`src/include/smbcc_map.svh`:
```
`ifndef SMBCC_MAP_SVH
`define SMBCC_MAP_SVH
// Register indexes; the byte address is four times the index.
`define SMBCC_IDX_CTL      10'h0C0
`define SMBCC_IDX_CFG      10'h0C1
`define SMBCC_IDX_DAT      10'h0C2
// Configuration register fields.
`define SMBCC_CFG_ENA      7
`define SMBCC_CFG_INH      6
`define SMBCC_CFG_BUSY     5
`define SMBCC_CFG_EXT      4
`define SMBCC_CFG_TOE      3
`define SMBCC_CFG_FTE      2
`define SMBCC_CFG_CS_HI    1
`define SMBCC_CFG_CS_LO    0
`define SMBCC_CFG_WMASK    8'hDF
// Control and status register fields.
`define SMBCC_CTL_MASTER   7
`define SMBCC_CTL_TX       6
`define SMBCC_CTL_STA      5
`define SMBCC_CTL_STO      4
`define SMBCC_CTL_ACK_REQUEST_FLAG    3
`define SMBCC_CTL_ARB      2
`define SMBCC_CTL_ACK      1
`define SMBCC_CTL_SI       0
// Reset values.
`define SMBCC_CFG_RST      8'h00
`define SMBCC_CTL_RST      8'h00
`define SMBCC_DAT_RST      8'h00
// Timing counts in system clocks and in overflow periods.
`define SMBCC_HOLD_STD     5'h03
`define SMBCC_SETUP_STD    5'h01
`define SMBCC_HOLD_EXT     5'h0C
`define SMBCC_SETUP_EXT    5'h0B
`define SMBCC_LOW_OVF      2'h1
`define SMBCC_HIGH_OVF     2'h2
`define SMBCC_FREE_PERIODS 10
// Bus answers.
`define SMBCC_RESP_OKAY    2'h0
`define SMBCC_RESP_SLVERR  2'h2
`endif

```
`src/include/smbcc_pkg.sv`:
```
package smbcc_pkg;
  typedef enum logic [2:0] {
    ST_IDLE      = 3'b000,
    ST_START     = 3'b001,
    ST_LOW       = 3'b010,
    ST_HIGH      = 3'b011,
    ST_STOP_HIGH = 3'b100,
    ST_RS_HIGH   = 3'b101
  } smbcc_mst_t;
  typedef enum logic [1:0] {
    CS_T0  = 2'b00,
    CS_T1  = 2'b01,
    CS_T2H = 2'b10,
    CS_T2L = 2'b11
  } smbcc_csel_t;
  typedef enum logic [1:0] {
    RS_NONE = 2'b00,
    RS_CTL  = 2'b01,
    RS_CFG  = 2'b10,
    RS_DAT  = 2'b11
  } smbcc_rsel_t;
endpackage
```
`src/hw/smbcc_core.sv`:
```
`timescale 1ns/1ps
`include "smbcc_map.svh"
// Overview of operation
// Flag rises per byte or address: after ack when sending, before ack when receiving.
// Flag also rises on own START as master and on STOP as slave.
// Enable bit set: take part and watch both lines; clear: interface inactive.
// Inhibit: NACK every address, no slave flags, effective from next START.
// Two-bit source field picks timer 0, 1, 2-high or 2-low overflow strobe.
// Overflow strobe used only as master or with bus-free timeout enabled.
// Master holds SCL low and high at least one overflow period each.
// SDA hold 3 clocks normally; extended setup 11 and hold 12 clocks.
// Software keeps the extension bit clear above 100 kHz.
// SCL-low timeout on: timer 3 reloads while SCL high, counts while low.
// Software sets timer 3 to 25 ms and restarts by toggling enable.
// Both lines high over 10 periods counts as STOP: flag and stop bit.
// Busy bit set during transfers, cleared on STOP or bus-free timeout.
// Read-only master and transmit bits join start and stop as status vector.
// Start and stop flags show conditions seen since the previous flag.
// Writing start enters master mode when bus free; hardware keeps start set.
// Stop as master ends after next ack; start plus stop gives STOP then START.
// Receiver writes outgoing ack; transmitter reads last ack; request flag per byte.
// Unwritten ack means NACK; SDA follows ack at once, SCL low until flag clear.
// After NACKing its address the slave ignores events until next START.
// Lost arbitration sets a flag, cleared whenever the interrupt flag clears.
// While the interrupt flag is set the bus stalls with SCL low.
// Only hardware sets the interrupt flag; software clears it to release.
// Writing one to ack sends ACK, zero sends NACK.
// Master mode lasts from own START until lost arbitration or own STOP.
// Transmit bit set if data written before a frame, cleared otherwise.
// Lines are driven only low, open drain, and sensed at their real level.
module smbcc_core #(
  parameter int ADDR_W       = 12,
  parameter int FREE_PERIODS = `SMBCC_FREE_PERIODS
) (
  input  wire logic              aclk,
  input  wire logic              aresetn,
  input  wire logic [ADDR_W-1:0] s_axi_awaddr,
  input  wire logic              s_axi_awvalid,
  output logic                   s_axi_awready,
  input  wire logic [31:0]       s_axi_wdata,
  input  wire logic [3:0]        s_axi_wstrb,
  input  wire logic              s_axi_wvalid,
  output logic                   s_axi_wready,
  output logic [1:0]             s_axi_bresp,
  output logic                   s_axi_bvalid,
  input  wire logic              s_axi_bready,
  input  wire logic [ADDR_W-1:0] s_axi_araddr,
  input  wire logic              s_axi_arvalid,
  output logic                   s_axi_arready,
  output logic [31:0]            s_axi_rdata,
  output logic [1:0]             s_axi_rresp,
  output logic                   s_axi_rvalid,
  input  wire logic              s_axi_rready,
  input  wire logic              scl_i,
  output logic                   scl_o,
  output logic                   scl_oe,
  input  wire logic              sda_i,
  output logic                   sda_o,
  output logic                   sda_oe,
  input  wire logic              tmr0_ovf,
  input  wire logic              tmr1_ovf,
  input  wire logic              tmr2_hi_ovf,
  input  wire logic              tmr2_lo_ovf,
  output logic                   tmr3_reload,
  output logic                   tmr3_count_en,
  output logic                   si_flag
);
  import smbcc_pkg::*;

  // Refuse sizes the decoder or the free counter cannot serve.
  if (ADDR_W < 12 || FREE_PERIODS < 1 || FREE_PERIODS > 14) begin : g_bad_param
    $error("smbcc_core: unsupported parameter value");
  end

  // Map a word address onto one of the three registers.
  function automatic smbcc_rsel_t reg_sel(input logic [ADDR_W-1:0] a);
    if (a[11:2] == `SMBCC_IDX_CTL) begin
      return RS_CTL;
    end else if (a[11:2] == `SMBCC_IDX_CFG) begin
      return RS_CFG;
    end else if (a[11:2] == `SMBCC_IDX_DAT) begin
      return RS_DAT;
    end else begin
      return RS_NONE;
    end
  endfunction

  logic [7:0] cfg_q, data_q;
  logic       bvalid_q, rvalid_q;
  logic [1:0] bresp_q, rresp_q;
  logic [31:0] rdata_q;
  logic [2:0] scl_s_q, sda_s_q;
  logic       scl_f_q, sda_f_q, scl_p_q, sda_p_q;
  logic [4:0] lo_cnt_q;
  logic [3:0] free_cnt_q;
  logic [3:0] bit_cnt_q;
  logic [1:0] per_cnt_q;
  smbcc_mst_t mst_q;
  logic       mst_scl_q, stall_q, sda_low_q, rise_seen_q;
  logic       si_q, sta_q, sto_q, ack_request_flag_q, arb_q, ack_q, master_q, transmit_indicator_q, busy_q;
  logic       addr_phase_q, slave_act_q, ignore_q, inh_act_q, data_wr_q;

  // Bus write and read strobes; one write and one read are held at a time.
  logic        wr_fire, rd_fire, wr_lane, ena, eng_rst;
  smbcc_rsel_t wsel, rsel;
  assign wr_fire       = s_axi_awvalid & s_axi_wvalid & ~bvalid_q;
  assign s_axi_awready = wr_fire;
  assign s_axi_wready  = wr_fire;
  assign rd_fire       = s_axi_arvalid & ~rvalid_q;
  assign s_axi_arready = ~rvalid_q;
  assign wsel          = reg_sel(s_axi_awaddr);
  assign rsel          = reg_sel(s_axi_araddr);
  assign wr_lane       = wr_fire & s_axi_wstrb[0];
  assign ena           = cfg_q[`SMBCC_CFG_ENA];
  assign eng_rst       = ~aresetn | ~ena;
  assign s_axi_bvalid  = bvalid_q;
  assign s_axi_bresp   = bresp_q;
  assign s_axi_rvalid  = rvalid_q;
  assign s_axi_rdata   = rdata_q;
  assign s_axi_rresp   = rresp_q;

  // Write response: unmapped addresses answer with a slave error.
  always_ff @(posedge aclk) begin
    if (!aresetn) begin
      bvalid_q <= 1'b0;
      bresp_q  <= `SMBCC_RESP_OKAY;
    end else if (wr_fire) begin
      bvalid_q <= 1'b1;
      bresp_q  <= (wsel == RS_NONE) ? `SMBCC_RESP_SLVERR : `SMBCC_RESP_OKAY;
    end else if (s_axi_bready) begin
      bvalid_q <= 1'b0;
    end
  end

  // Read data: the status vector and busy bit show live hardware state.
  always_ff @(posedge aclk) begin
    if (!aresetn) begin
      rvalid_q <= 1'b0;
      rdata_q  <= 32'h0000_0000;
      rresp_q  <= `SMBCC_RESP_OKAY;
    end else if (rd_fire) begin
      rvalid_q <= 1'b1;
      rresp_q  <= (rsel == RS_NONE) ? `SMBCC_RESP_SLVERR : `SMBCC_RESP_OKAY;
      if (rsel == RS_CTL) begin
        rdata_q <= {24'h00_0000, master_q, transmit_indicator_q, sta_q, sto_q, ack_request_flag_q, arb_q, ack_q, si_q};
      end else if (rsel == RS_CFG) begin
        rdata_q <= {24'h00_0000, cfg_q[7:6], busy_q, cfg_q[4:0]};
      end else if (rsel == RS_DAT) begin
        rdata_q <= {24'h00_0000, data_q};
      end else begin
        rdata_q <= 32'h0000_0000;
      end
    end else if (s_axi_rready) begin
      rvalid_q <= 1'b0;
    end
  end

  // Configuration register; the busy position is read-only.
  always_ff @(posedge aclk) begin
    if (!aresetn) begin
      cfg_q <= `SMBCC_CFG_RST;
    end else if (wr_lane && wsel == RS_CFG) begin
      cfg_q <= s_axi_wdata[7:0] & `SMBCC_CFG_WMASK;
    end
  end

  // Three-stage line samplers; a level counts once stages two and three agree.
  always_ff @(posedge aclk) begin
    if (!aresetn) begin
      scl_s_q <= 3'h7;
      sda_s_q <= 3'h7;
      scl_f_q <= 1'b1;
      sda_f_q <= 1'b1;
      scl_p_q <= 1'b1;
      sda_p_q <= 1'b1;
    end else begin
      scl_s_q <= {scl_s_q[1:0], scl_i};
      sda_s_q <= {sda_s_q[1:0], sda_i};
      if (scl_s_q[1] == scl_s_q[2]) begin
        scl_f_q <= scl_s_q[2];
      end
      if (sda_s_q[1] == sda_s_q[2]) begin
        sda_f_q <= sda_s_q[2];
      end
      scl_p_q <= scl_f_q;
      sda_p_q <= sda_f_q;
    end
  end

  // Line events seen on the filtered levels.
  logic scl_rise, scl_fall, start_det, stop_det;
  assign scl_rise  = scl_f_q & ~scl_p_q;
  assign scl_fall  = ~scl_f_q & scl_p_q;
  assign start_det = ena & scl_f_q & scl_p_q & sda_p_q & ~sda_f_q;
  assign stop_det  = ena & scl_f_q & scl_p_q & ~sda_p_q & sda_f_q;

  // Bit-timing strobe selection, gated off when neither user needs it.
  logic ovf_raw, ovf;
  always_comb begin
    case (smbcc_csel_t'(cfg_q[1:0]))
      CS_T0:   ovf_raw = tmr0_ovf;
      CS_T1:   ovf_raw = tmr1_ovf;
      CS_T2H:  ovf_raw = tmr2_hi_ovf;
      default: ovf_raw = tmr2_lo_ovf;
    endcase
  end
  assign ovf = ovf_raw & (master_q | cfg_q[`SMBCC_CFG_FTE] | (mst_q != ST_IDLE));

  // Setup and hold guards counted from the sensed SCL fall.
  logic [4:0] hold_c, setup_c;
  logic       hold_ok, release_ok;
  assign hold_c     = cfg_q[`SMBCC_CFG_EXT] ? `SMBCC_HOLD_EXT : `SMBCC_HOLD_STD;
  assign setup_c    = cfg_q[`SMBCC_CFG_EXT] ? `SMBCC_SETUP_EXT : `SMBCC_SETUP_STD;
  assign hold_ok    = ~scl_f_q & (lo_cnt_q >= hold_c);
  assign release_ok = ~scl_f_q & (lo_cnt_q >= hold_c + setup_c);

  // Clocks since SCL fell, and overflow periods with both lines high.
  always_ff @(posedge aclk) begin
    if (eng_rst || scl_f_q) begin
      lo_cnt_q <= 5'h00;
    end else if (lo_cnt_q != 5'h1F) begin
      lo_cnt_q <= lo_cnt_q + 5'h01;
    end
  end
  always_ff @(posedge aclk) begin
    if (eng_rst || !(cfg_q[`SMBCC_CFG_FTE] && scl_f_q && sda_f_q)) begin
      free_cnt_q <= 4'h0;
    end else if (ovf && free_cnt_q != 4'hF) begin
      free_cnt_q <= free_cnt_q + 4'h1;
    end
  end

  // Timer 3 watches for SCL held low too long.
  assign tmr3_reload   = cfg_q[`SMBCC_CFG_TOE] & scl_f_q;
  assign tmr3_count_en = cfg_q[`SMBCC_CFG_TOE] & ~scl_f_q;

  // Participation in the current frame.
  logic tx_drive, rx_part, boundary;
  assign tx_drive = transmit_indicator_q & (master_q | slave_act_q);
  assign rx_part  = ~transmit_indicator_q & (master_q | ((slave_act_q | addr_phase_q) & ~inh_act_q & ~ignore_q));
  assign boundary = (bit_cnt_q == 4'h0);

  // Hardware events that set the interrupt flag.
  logic ev_mstart, ev_mstop, ev_arb, ev_rxbyte, ev_txack, ev_sstop, ev_free, si_set, si_clr;
  // SCL falls only once our own START is sensed, so that detecting it cannot undo the master state.
  assign ev_mstart = (mst_q == ST_START) & ovf & scl_f_q & ~sda_f_q;
  assign ev_mstop  = (mst_q == ST_STOP_HIGH) & ovf & scl_f_q & (per_cnt_q != 2'h0);
  assign ev_arb    = (scl_rise & (bit_cnt_q < 4'h8) & tx_drive & ~sda_low_q & ~sda_f_q)
                   | (((mst_q == ST_STOP_HIGH) | (mst_q == ST_RS_HIGH)) & (per_cnt_q != 2'h0) & ~scl_f_q);
  assign ev_rxbyte = scl_fall & rise_seen_q & (bit_cnt_q == 4'h7) & rx_part;
  assign ev_txack  = scl_fall & rise_seen_q & (bit_cnt_q == 4'h8) & tx_drive;
  assign ev_sstop  = stop_det & slave_act_q & ~master_q;
  assign ev_free   = ovf & busy_q & (free_cnt_q == 4'(FREE_PERIODS)) & scl_f_q & sda_f_q;
  assign si_set    = ev_mstart | ev_arb | ev_rxbyte | ev_txack | ev_sstop | ev_free;
  assign si_clr    = wr_lane & (wsel == RS_CTL) & ~s_axi_wdata[`SMBCC_CTL_SI];

  // Data the frame wants on SDA during SCL low.
  logic sda_want;
  always_comb begin
    if (mst_q == ST_LOW && boundary && !si_q && sto_q) begin
      sda_want = 1'b1;
    end else if (bit_cnt_q < 4'h8 && (transmit_indicator_q | data_wr_q) && (master_q | slave_act_q)) begin
      sda_want = ~data_q[7];
    end else if (bit_cnt_q == 4'h8 && rx_part) begin
      sda_want = ack_q;
    end else begin
      sda_want = 1'b0;
    end
  end

  // Master sequencer: START, clock phases, STOP and repeated START.
  always_ff @(posedge aclk) begin
    if (eng_rst) begin
      mst_q     <= ST_IDLE;
      per_cnt_q <= 2'h0;
      mst_scl_q <= 1'b0;
      sda_low_q <= 1'b0;
    end else begin
      if (ovf && (mst_q == ST_LOW || scl_f_q) && per_cnt_q != 2'h3) begin
        per_cnt_q <= per_cnt_q + 2'h1;
      end
      case (mst_q)
        ST_IDLE: begin
          mst_scl_q <= 1'b0;
          if (hold_ok) begin
            sda_low_q <= sda_want;
          end
          if (sta_q && !busy_q && !si_q && scl_f_q && sda_f_q) begin
            mst_q     <= ST_START;
            per_cnt_q <= 2'h0;
            sda_low_q <= 1'b1;
          end
        end
        ST_START: begin
          if (ev_mstart) begin
            mst_q     <= ST_LOW;
            per_cnt_q <= 2'h0;
            mst_scl_q <= 1'b1;
          end
        end
        ST_LOW: begin
          if (hold_ok) begin
            sda_low_q <= sda_want;
          end
          if (!master_q) begin
            mst_q     <= ST_IDLE;
            mst_scl_q <= 1'b0;
          end else if (per_cnt_q >= `SMBCC_LOW_OVF && release_ok && !si_q) begin
            per_cnt_q <= 2'h0;
            mst_scl_q <= 1'b0;
            if (boundary && sto_q) begin
              mst_q <= ST_STOP_HIGH;
            end else if (boundary && sta_q) begin
              mst_q <= ST_RS_HIGH;
            end else begin
              mst_q <= ST_HIGH;
            end
          end
        end
        ST_HIGH: begin
          if (ev_arb) begin
            mst_q <= ST_IDLE;
          end else if (per_cnt_q >= `SMBCC_HIGH_OVF && scl_f_q) begin
            mst_q     <= ST_LOW;
            per_cnt_q <= 2'h0;
            mst_scl_q <= 1'b1;
          end
        end
        ST_STOP_HIGH: begin
          if (ev_arb) begin
            mst_q     <= ST_IDLE;
            sda_low_q <= 1'b0;
          end else if (ev_mstop) begin
            mst_q     <= ST_IDLE;
            sda_low_q <= 1'b0;
          end
        end
        ST_RS_HIGH: begin
          if (ev_arb) begin
            mst_q <= ST_IDLE;
          end else if (ovf && scl_f_q && per_cnt_q != 2'h0) begin
            mst_q     <= ST_START;
            per_cnt_q <= 2'h0;
            sda_low_q <= 1'b1;
          end
        end
        default: mst_q <= ST_IDLE;
      endcase
    end
  end

  // A slave stretches SCL low for as long as its interrupt flag stands.
  always_ff @(posedge aclk) begin
    if (eng_rst) begin
      stall_q <= 1'b0;
    end else begin
      stall_q <= si_q & ~si_clr & ~master_q & ~scl_f_q;
    end
  end
  assign scl_oe  = mst_scl_q | stall_q;
  assign sda_oe  = sda_low_q;
  assign scl_o   = 1'b0;
  assign sda_o   = 1'b0;
  assign si_flag = si_q;

  // Bit counter, shift register and slave address handling.
  always_ff @(posedge aclk) begin
    if (!aresetn) begin
      data_q <= `SMBCC_DAT_RST;
    end else if (wr_lane && wsel == RS_DAT) begin
      data_q <= s_axi_wdata[7:0];
    end else if (ena && scl_rise && bit_cnt_q < 4'h8) begin
      data_q <= {data_q[6:0], sda_f_q};
    end
  end
  always_ff @(posedge aclk) begin
    if (eng_rst) begin
      bit_cnt_q    <= 4'h0;
      rise_seen_q  <= 1'b0;
      addr_phase_q <= 1'b0;
      slave_act_q  <= 1'b0;
      ignore_q     <= 1'b0;
      inh_act_q    <= 1'b0;
      data_wr_q    <= 1'b0;
    end else begin
      if (wr_lane && wsel == RS_DAT) begin
        data_wr_q <= 1'b1;
      end else if (scl_rise && boundary) begin
        data_wr_q <= 1'b0;
      end
      if (start_det) begin
        bit_cnt_q    <= 4'h0;
        rise_seen_q  <= 1'b0;
        addr_phase_q <= 1'b1;
        slave_act_q  <= 1'b0;
        ignore_q     <= 1'b0;
        inh_act_q    <= cfg_q[`SMBCC_CFG_INH];
      end else if (stop_det || ev_free) begin
        slave_act_q  <= 1'b0;
        addr_phase_q <= 1'b0;
      end else if (scl_rise) begin
        rise_seen_q <= 1'b1;
      end else if (scl_fall && rise_seen_q) begin
        rise_seen_q <= 1'b0;
        bit_cnt_q   <= (bit_cnt_q == 4'h8) ? 4'h0 : bit_cnt_q + 4'h1;
        if (bit_cnt_q == 4'h8 && addr_phase_q) begin
          addr_phase_q <= 1'b0;
          if (!master_q && ack_q && !inh_act_q && !ignore_q) begin
            slave_act_q <= 1'b1;
          end else if (!master_q) begin
            ignore_q <= 1'b1;
          end
        end
      end
    end
  end

  // Control and status flags; a hardware set wins over a software clear.
  logic ctl_wr;
  assign ctl_wr = wr_lane & (wsel == RS_CTL);
  always_ff @(posedge aclk) begin
    if (eng_rst) begin
      si_q     <= 1'b0;
      ack_request_flag_q  <= 1'b0;
      arb_q    <= 1'b0;
      master_q <= 1'b0;
      transmit_indicator_q <= 1'b0;
      busy_q   <= 1'b0;
    end else begin
      si_q <= si_set | (si_q & ~si_clr);
      arb_q <= ev_arb | (arb_q & ~si_clr);
      if (ev_rxbyte) begin
        ack_request_flag_q <= 1'b1;
      end else if (scl_fall && rise_seen_q && bit_cnt_q == 4'h8) begin
        ack_request_flag_q <= 1'b0;
      end
      if (ev_mstart) begin
        master_q <= 1'b1;
      end else if (ev_mstop || ev_arb) begin
        master_q <= 1'b0;
      end
      if (ev_mstart || (wr_lane && wsel == RS_DAT)) begin
        transmit_indicator_q <= 1'b1;
      end else if (start_det || ev_arb || (scl_rise && boundary && !data_wr_q)) begin
        transmit_indicator_q <= 1'b0;
      end
      if (start_det) begin
        busy_q <= 1'b1;
      end else if (stop_det || ev_free) begin
        busy_q <= 1'b0;
      end
    end
  end

  // Software-written bits that hardware also sets or clears.
  always_ff @(posedge aclk) begin
    if (!aresetn) begin
      sta_q <= 1'b0;
      sto_q <= 1'b0;
      ack_q <= 1'b0;
    end else begin
      if (start_det) begin
        sta_q <= 1'b1;
      end else if (ctl_wr) begin
        sta_q <= s_axi_wdata[`SMBCC_CTL_STA];
      end
      if (ev_sstop || ev_free) begin
        sto_q <= 1'b1;
      end else if (ev_mstop) begin
        sto_q <= 1'b0;
      end else if (ctl_wr) begin
        sto_q <= s_axi_wdata[`SMBCC_CTL_STO];
      end
      if (ctl_wr) begin
        ack_q <= s_axi_wdata[`SMBCC_CTL_ACK];
      end else if (ev_rxbyte) begin
        ack_q <= 1'b0;
      end else if (scl_rise && bit_cnt_q == 4'h8 && tx_drive) begin
        ack_q <= ~sda_f_q;
      end
    end
  end

  AST_OFF_RELEASES: assert property (@(posedge aclk) disable iff (!aresetn)
    !ena |=> !scl_oe && !sda_oe) else $error("lines driven while disabled");
  AST_STALL_HOLDS: assert property (@(posedge aclk) disable iff (!aresetn)
    si_q && mst_q == ST_LOW && ena |=> mst_q == ST_LOW || !ena) else $error("master left low phase with flag set");
  AST_MSTART_FLAG: assert property (@(posedge aclk) disable iff (!aresetn)
    ev_mstart && ena |=> si_q && master_q && transmit_indicator_q) else $error("start not flagged");
  AST_RX_BEFORE_ACK: assert property (@(posedge aclk) disable iff (!aresetn)
    ev_rxbyte && ena |=> si_q && ack_request_flag_q && bit_cnt_q == 4'h8) else $error("receive flag not before ack");
  AST_ARB_WITH_SI: assert property (@(posedge aclk) disable iff (!aresetn)
    $fell(si_q) |-> !arb_q) else $error("arbitration flag outlived interrupt flag");
  AST_FREE_AS_STOP: assert property (@(posedge aclk) disable iff (!aresetn)
    ev_free && ena |=> si_q && sto_q && !busy_q) else $error("free timeout not handled as stop");
  AST_BUSY_STOP: assert property (@(posedge aclk) disable iff (!aresetn)
    stop_det |=> !busy_q) else $error("busy kept after stop");
  AST_HOLD_MIN: assert property (@(posedge aclk) disable iff (!aresetn)
    ena && $past(ena) && mst_q == ST_LOW && $past(mst_q) == ST_LOW && $changed(sda_low_q)
    |-> $past(lo_cnt_q) >= $past(hold_c)) else $error("data changed inside hold time");
  AST_MSTOP_LEAVES: assert property (@(posedge aclk) disable iff (!aresetn)
    ev_mstop && ena |=> !master_q && !sto_q && !sda_oe) else $error("master mode kept after stop");
  AST_T3_LOW: assert property (@(posedge aclk) disable iff (!aresetn)
    cfg_q[`SMBCC_CFG_TOE] && $fell(scl_f_q) |-> tmr3_count_en && !tmr3_reload) else $error("timer 3 not counting");
endmodule

```
`config.mk`:
```
export PLATFORM = sky130hd
export DESIGN_NAME = smbcc_core
export DESIGN_NICKNAME = d
export VERILOG_FILES = /design/src/include/smbcc_pkg.sv /design/src/hw/smbcc_core.sv
export VERILOG_INCLUDE_DIRS = /design/src /design/src/include
export SDC_FILE = /design/constraint.sdc
export NUM_CORES = 1
export LEC_CHECK = 0
export BUFFER_PORTS_ARGS = -buffer_cell sky130_fd_sc_hd__buf_2
export CORE_ASPECT_RATIO = 1.4
export CORE_MARGIN = 2
export CORE_UTILIZATION = 56
export CTS_BUF_LIST = sky130_fd_sc_hd__clkbuf_8 sky130_fd_sc_hd__clkbuf_16
export CTS_CLUSTER_DIAMETER = 40
export CTS_CLUSTER_SIZE = 16
export DETAILED_ROUTE_END_ITERATION = 8
export PLACE_DENSITY = 0.88
export SYNTH_ARGS = -nofsm -noshare
export SYNTH_HDL_FRONTEND = slang
export SYNTH_SLANG_ARGS = --single-unit
```
`constraint.sdc`:
```
create_clock -name aclk -period 3 [get_ports aclk]
set_clock_uncertainty 0.05 [all_clocks]
set_input_delay 0.15 -clock aclk [delete_from_list [all_inputs] [get_ports aclk]]
set_output_delay 0.15 -clock aclk [all_outputs]
set_load 0.005 [all_outputs]
```
-- Word-level counts from Yosys, hierarchy flattened
Index checks and enable logic that the tools add are counted.
- $lt $le $gt $ge: 5
- $add $sub $neg: 5
- bitwise gates (word level): 86
- reductions and logical operators: 85
- equal/unequal tests: 38
- shift operators: 0
- mux-type cells: 85
- multiply operators: 0
- divide/modulo/power cells: 0
- operators by type and width (kind ; count):
    10-bit by 8-bit == test with 1-bit output (second input constant) ; 6
    1-bit bitwise AND ; 50
    1-bit 2-to-1 mux ; 43
    8-bit 2-to-1 mux ; 5
    1-bit logical AND ; 36
    3-bit 2-to-1 mux ; 12
    2-bit 2-to-1 mux ; 17
    2-bit nonzero test ; 11
    1-bit NOT ; 19
    3-bit one-hot mux with 6 select lines ; 1
    1-bit OR ; 17
    3-bit nonzero test ; 5
    4-bit 2-to-1 mux ; 3
    2-bit inequality test (second input constant) ; 6
    6-bit AND reduction ; 2
    2-bit == test (second input constant) ; 5
    2-bit one-hot mux with 5 select lines ; 1
    1-bit logical OR ; 9
    4-bit by 1-bit adder with 4-bit output (second input constant) ; 2
    4-bit == test (second input constant) ; 2
    1-bit one-hot mux with 4 select lines ; 2
    4-bit AND reduction ; 2
    4-bit nonzero test ; 2
    1-bit zero test ; 7
    other kinds (29) ; 39
- output and inout bits: 48
- memories: 0
- memory bits (read-only): 0
- memory bits (writable): 0
- bits in registers: 99
- bits in latches: 0

-- Logic depth before layout (Yosys ltp)
- depth in word-level cells: 13
- mapped depth: 7
- mapped depth without buffers: 7

-- Least setup slack after synthesis
Ideal clock, no wire load.
- path kind: register -> register
- start: register cfg_q[4]
- end: register mst_q[2]
- data required time: 2.880 ns
- arrival: 1.828 ns
- cell stages (with the launch flop): 8
- clock period less this slack: 1.948 ns
- buffers on the path: 0
- setup slack: 1.052 ns
- cell sequence: dfxtp_1 -> inv_1 -> ha_1 -> and2_1 -> o21ai_1 -> a21oi_1 -> or4b_1 -> a21oi_1
- cells in the longest elaborated chain, start to end: 8
- ends and longest elaborated chain (element ; line ; text):
    from (decl) ; smbcc_core.sv:88 ; logic [7:0] cfg_q, data_q;
    from (signal assigned) ; smbcc_core.sv:161 ; cfg_q <= `SMBCC_CFG_RST;
    from (signal assigned) ; smbcc_core.sv:163 ; cfg_q <= s_axi_wdata[7:0] & `SMBCC_CFG_WMASK;
    4-bit 2-to-1 mux (no source line) ; n/a ;
    4-bit by 4-bit adder with 5-bit output * ; smbcc_core.sv:215 ; assign release_ok = ~scl_f_q & (lo_cnt_q >= hold_c + setup_c);
    5-bit greater-or-equal comparator * ; smbcc_core.sv:215 ;
    1-bit bitwise AND * ; smbcc_core.sv:215 ;
    1-bit logical AND * (2 in series) ; smbcc_core.sv:308 ; end else if (per_cnt_q >= `SMBCC_LOW_OVF && release_ok && !si_q) begin
    3-bit by 2-bit inequality test with 1-bit output (no source line) * ; n/a ;
    6-bit AND reduction (no source line) * ; n/a ;
    to (signal assigned) ; smbcc_core.sv:306 ; mst_q <= ST_IDLE;
    to (signal assigned) ; smbcc_core.sv:312 ; mst_q <= ST_STOP_HIGH;
    to (signal assigned) ; smbcc_core.sv:314 ; mst_q <= ST_RS_HIGH;
    to (decl) ; smbcc_core.sv:98 ; smbcc_mst_t mst_q;
Mark *: on every way between the ends. The rest lies on a longest branch, timed or not.
A chain may end at the register's enable or synchronous reset.

-- Final worst setup path
- start: register cfg_q[4]
- end: register sda_low_q (netlist: sda_oe)
- cells in the longest elaborated chain, start to end: 6
- ends and longest elaborated chain (element ; line ; text):
    4-bit 2-to-1 mux (no source line) * ; n/a ;
    5-bit by 4-bit greater-or-equal comparator with 1-bit output * ; smbcc_core.sv:214 ; assign hold_ok = ~scl_f_q & (lo_cnt_q >= hold_c);
    1-bit bitwise AND * ; smbcc_core.sv:214 ;
    1-bit 2-to-1 mux * ; n/a ;
    1-bit 2-to-1 mux ; n/a ;
    1-bit one-hot mux with 4 select lines * ; n/a ;
    to (signal assigned) ; smbcc_core.sv:286 ; sda_low_q <= sda_want;
    to (signal assigned) ; smbcc_core.sv:303 ; sda_low_q <= sda_want;
    to (decl) ; smbcc_core.sv:99 ; logic mst_scl_q, stall_q, sda_low_q, rise_seen_q;
Marks and branches as above.

==> key figures <==
Floorplanning
  • Chip Width: slightly below 80 um
  • Total die area: around 8200 sq um
  • Row cnt: 37
  • Initial core utilization: 0.573
  • CORE AREA: around 7300 sq um
  • Top Ports: around 120
  • DIE HEIGHT: about 110 um

Drt
  • TritonRoute pass-1 iters: 5
  • # DRC: 0
  • Initial drt markers: 150
  • Via count: 3635
  • Final WL: slightly below 10000 um
  • Vias/cell: between 5 and 6
  • Antenna-violating nets left: 0
  • Wire per inst: 15.8 um

GRT
  • Initial antenna violation count: 0
  • Global-route wire length before repair: 15900 um
  • Grt ovf: 0
  • Total track usage: 0.242
  • Vias in the first global route: roughly 3.5k
  • Largest net degree at the start of global routing: between 40 and 50

Clock tree
  • TritonCTS clock tree: built
  • Setup bufs post-CTS: 0
  • Post-cts resize count: 0
  • Clock-pin slew on the worst setup and hold paths: roughly 0.07 ns
  • Later-pin clock latency in the skew report: 0.37 ns
  • H-Tree Depth: 3
  • CTS buffer count: 9
  • Root buf cell: clkbuf_8
  • Buffer depth of the longest clock path: 2
  • Cts hold-fix bufs: 8
  • CTS sink cnt: 73

Layout
  • Cell area after layout: about 4700 sq um
  • Final Util: 0.641
  • Layout cells sized above 1: 0.196
  • Antenna diode count: 0
  • P&R area growth vs syn: 11.8%
  • Post-Layout Cell Count: 627
  • Commonest non-fill, non-tap cells in the layout: dfxtp_1 (73), buf_2 (61), nand2_1 (33)
  • Layout Nets: 614
  • Commonest non-fill, non-tap cell in the layout: dfxtp_1

Yosys
  • Compound-Gate Fraction of Synth Area: 0.199
  • FFs w/ async S/R, synth: 0
  • Register bit count reported by yosys: between 70 and 80
  • Post-synthesis simple-gate area fraction: 0.238
  • Post-synthesis mux area share: 0.0555
  • Average size of a mapped cell: ~9 sq um
  • Synth warn: 0
  • Seq/Total Area, Yosys: 0.349
  • Synth Area in XOR/XNOR: 0.0167
  • Adder-Cell Fraction of Synth Area: 0.0478
  • Synth Flop Type: dfxtp_1
  • EDFF count, synth: 0
  • Mapped cell area: 4190 sq um
  • Largest family of logic cells by synthesized area: simple AND/OR/NAND/NOR gates
  • Cells after Synth: approximately 470
  • Synth cell types: 76

STA
  • Total Neg Setup Slack: 0 ns
  • RSZ-0062 raised after global routing: false
  • Final Critical Period: around 2.2 ns
  • Slew Limit Fails: 0
  • Period utilization: 0.742
  • Slew Limit Headroom: 0.318
  • Fmax: between 0.4 and 0.5 GHz
  • Worst slew pin tran: 1.02 ns
  • Number of setup violations in the final report: 0
  • Hold Vio Cnt, Final: 0

Power
  • Overall power: 1.89 mW
  • Psw: between 0.4 and 0.5 mW
  • Pleak: between 1.5 and 2 nW
  • Worst vdd ir: around 380 uV
  • Pint: roughly 1.5 mW
  • Pwr per Cell Area: between 400 and 500 nW/um^2
  • Sw frac: 0.229
  • Clock power frac: 0.420
  • Reg power frac: 0.524
  • Gate power share: 0.057

Worst setup path
  • CP peak stage delay: 0.46 ns
  • Worst-path fanout max: 5
  • Critical path's slowest cell: or3b_2
  • CP arrival: 2.45 ns
  • Critical path launch point type: flip-flop
  • Critical path class: flip-flop to flip-flop
  • CP required: around 3.2 ns
  • CP Capture Type: flip-flop
  • Crit path cell chain: inv_1 -> ha_1 -> or3b_2 -> a31oi_1 -> or3_1 -> o31ai_1 -> a211oi_1

Placement
  • DP Wirelength: a little over 7000 um
  • Routability cong.: 0.898
  • Area after DPL: ~4400 sq um
  • Placed cells: between 600 and 700
  • Port Buf Inserts: between 60 and 70

Flow run
  • Max-cap viol count: 0

Run status
  • Status: finished, final reports clean

Min path
  • Worst hold path class: primary input to flip-flop
[critical path, delay by kind of cell, from the launching register on]
| kind | cells | cell delay (ns) |
|---|---|---|
| AND/OR/NAND/NOR | 2 | 0.62 |
| AO/OA/AOI/OAI | 3 | 0.59 |
| flip-flops | 1 | 0.41 |
| adder cells (fa/ha/maj) | 1 | 0.32 |
| buffers and inverters | 1 | 0.14 |
[routing by layer]
layer	vias up	GRT usage	routed length, um
li1	1759	-	-
met1	1691	0.268	3870
met2	151	0.424	5100
met3	34	0.0492	555
met4	0	0.143	360
met5	-	0	0
[registers in the layout, summed over array words and instances (netlist names), 2 cells and up]
register and cells:
lo_cnt_q 5, cfg_q 7, scl_s_q 3, mst_q 3, per_cnt_q 2, free_cnt_q 4
bit_cnt_q 4, data_q 8, s_axi_rdata 8, sda_s_q 3
[power groups by stage]
stage               clock network (mW)  registers, mW  logic, mW
floorplan                            0           1.01     0.0707
global placement                     0           1.01     0.0942
detailed placement                   0           1.01     0.0966
CTS                              0.802          0.991      0.106
global route                     0.837          0.993      0.118
finish                           0.796          0.992      0.107
[worst paths after layout]
| kind | slack, ns | to | cells past startpoint | from |
|---|---|---|---|---|
| setup reg to reg | 0.78 | sda_oe | 7 | cfg_q[4] |
| hold / removal | 0.02 | data_q[1] | 2 | s_axi_wdata[1] |
| setup / recovery | 0.78 | sda_oe | 7 | cfg_q[4] |
| hold reg to reg | 0.39 | scl_s_q[1] | 1 | scl_s_q[0] |
[cells in the mapped netlist, types with 4 or more instances]
master / n / area, sq um
nor2_1: 26 / 97.6
clkbuf_1: 11 / 41.3
nand2b_1: 14 / 87.6
a22oi_1: 8 / 60.1
or2_2: 4 / 25.0
nand3b_1: 4 / 30.0
and2_1: 6 / 37.5
nor2b_1: 13 / 81.3
inv_1: 15 / 56.3
a21oi_1: 25 / 125
or3_1: 4 / 25.0
xnor2_1: 5 / 43.8
nor3b_1: 6 / 45.0
o21a_1: 4 / 30.0
dfxtp_1: 73 / 1460
ha_1: 16 / 200
a31oi_1: 18 / 113
o211a_1: 10 / 100
nand3_1: 10 / 50.1
nand4_1: 7 / 43.8
mux2i_1: 21 / 210
o21ai_0: 18 / 90.1
nor3_1: 11 / 55.1
buf_4: 29 / 218
buf_2: 6 / 30.0
nand2_1: 33 / 124
[final cells by class]
class	instances	area (sq um)
clock buffer	11	151
fill	597	2630
timing repair buffer	71	400
clock inverter	5	55.1
tap	97	121
sequential	73	1460
multi-input combinational	355	2440
inverter	15	56.3
[cell families after synthesis]
kind of cell / Yosys count
DFF: 73
adders and majority gates: 16
buffers and inverters: 66
xor gates and xnor gates: 8
AOI/OAI and AO/OA: 115
other: 1
muxes: 22
and+or+nand+nor: 166
[through the flow]
| stage | hold WS, ns | setup WS [ns] |
|---|---|---|
| after floorplan | 0.201 | 1.05 |
| after global placement | 0.279 | 0.890 |
| after detailed placement | 0.288 | 0.792 |
| after CTS | 0.0183 | 0.797 |
| after global routing | 0.0163 | 0.678 |
| final | 0.0178 | 0.775 |
No activity file was read; power rests on OpenSTA's default activity.
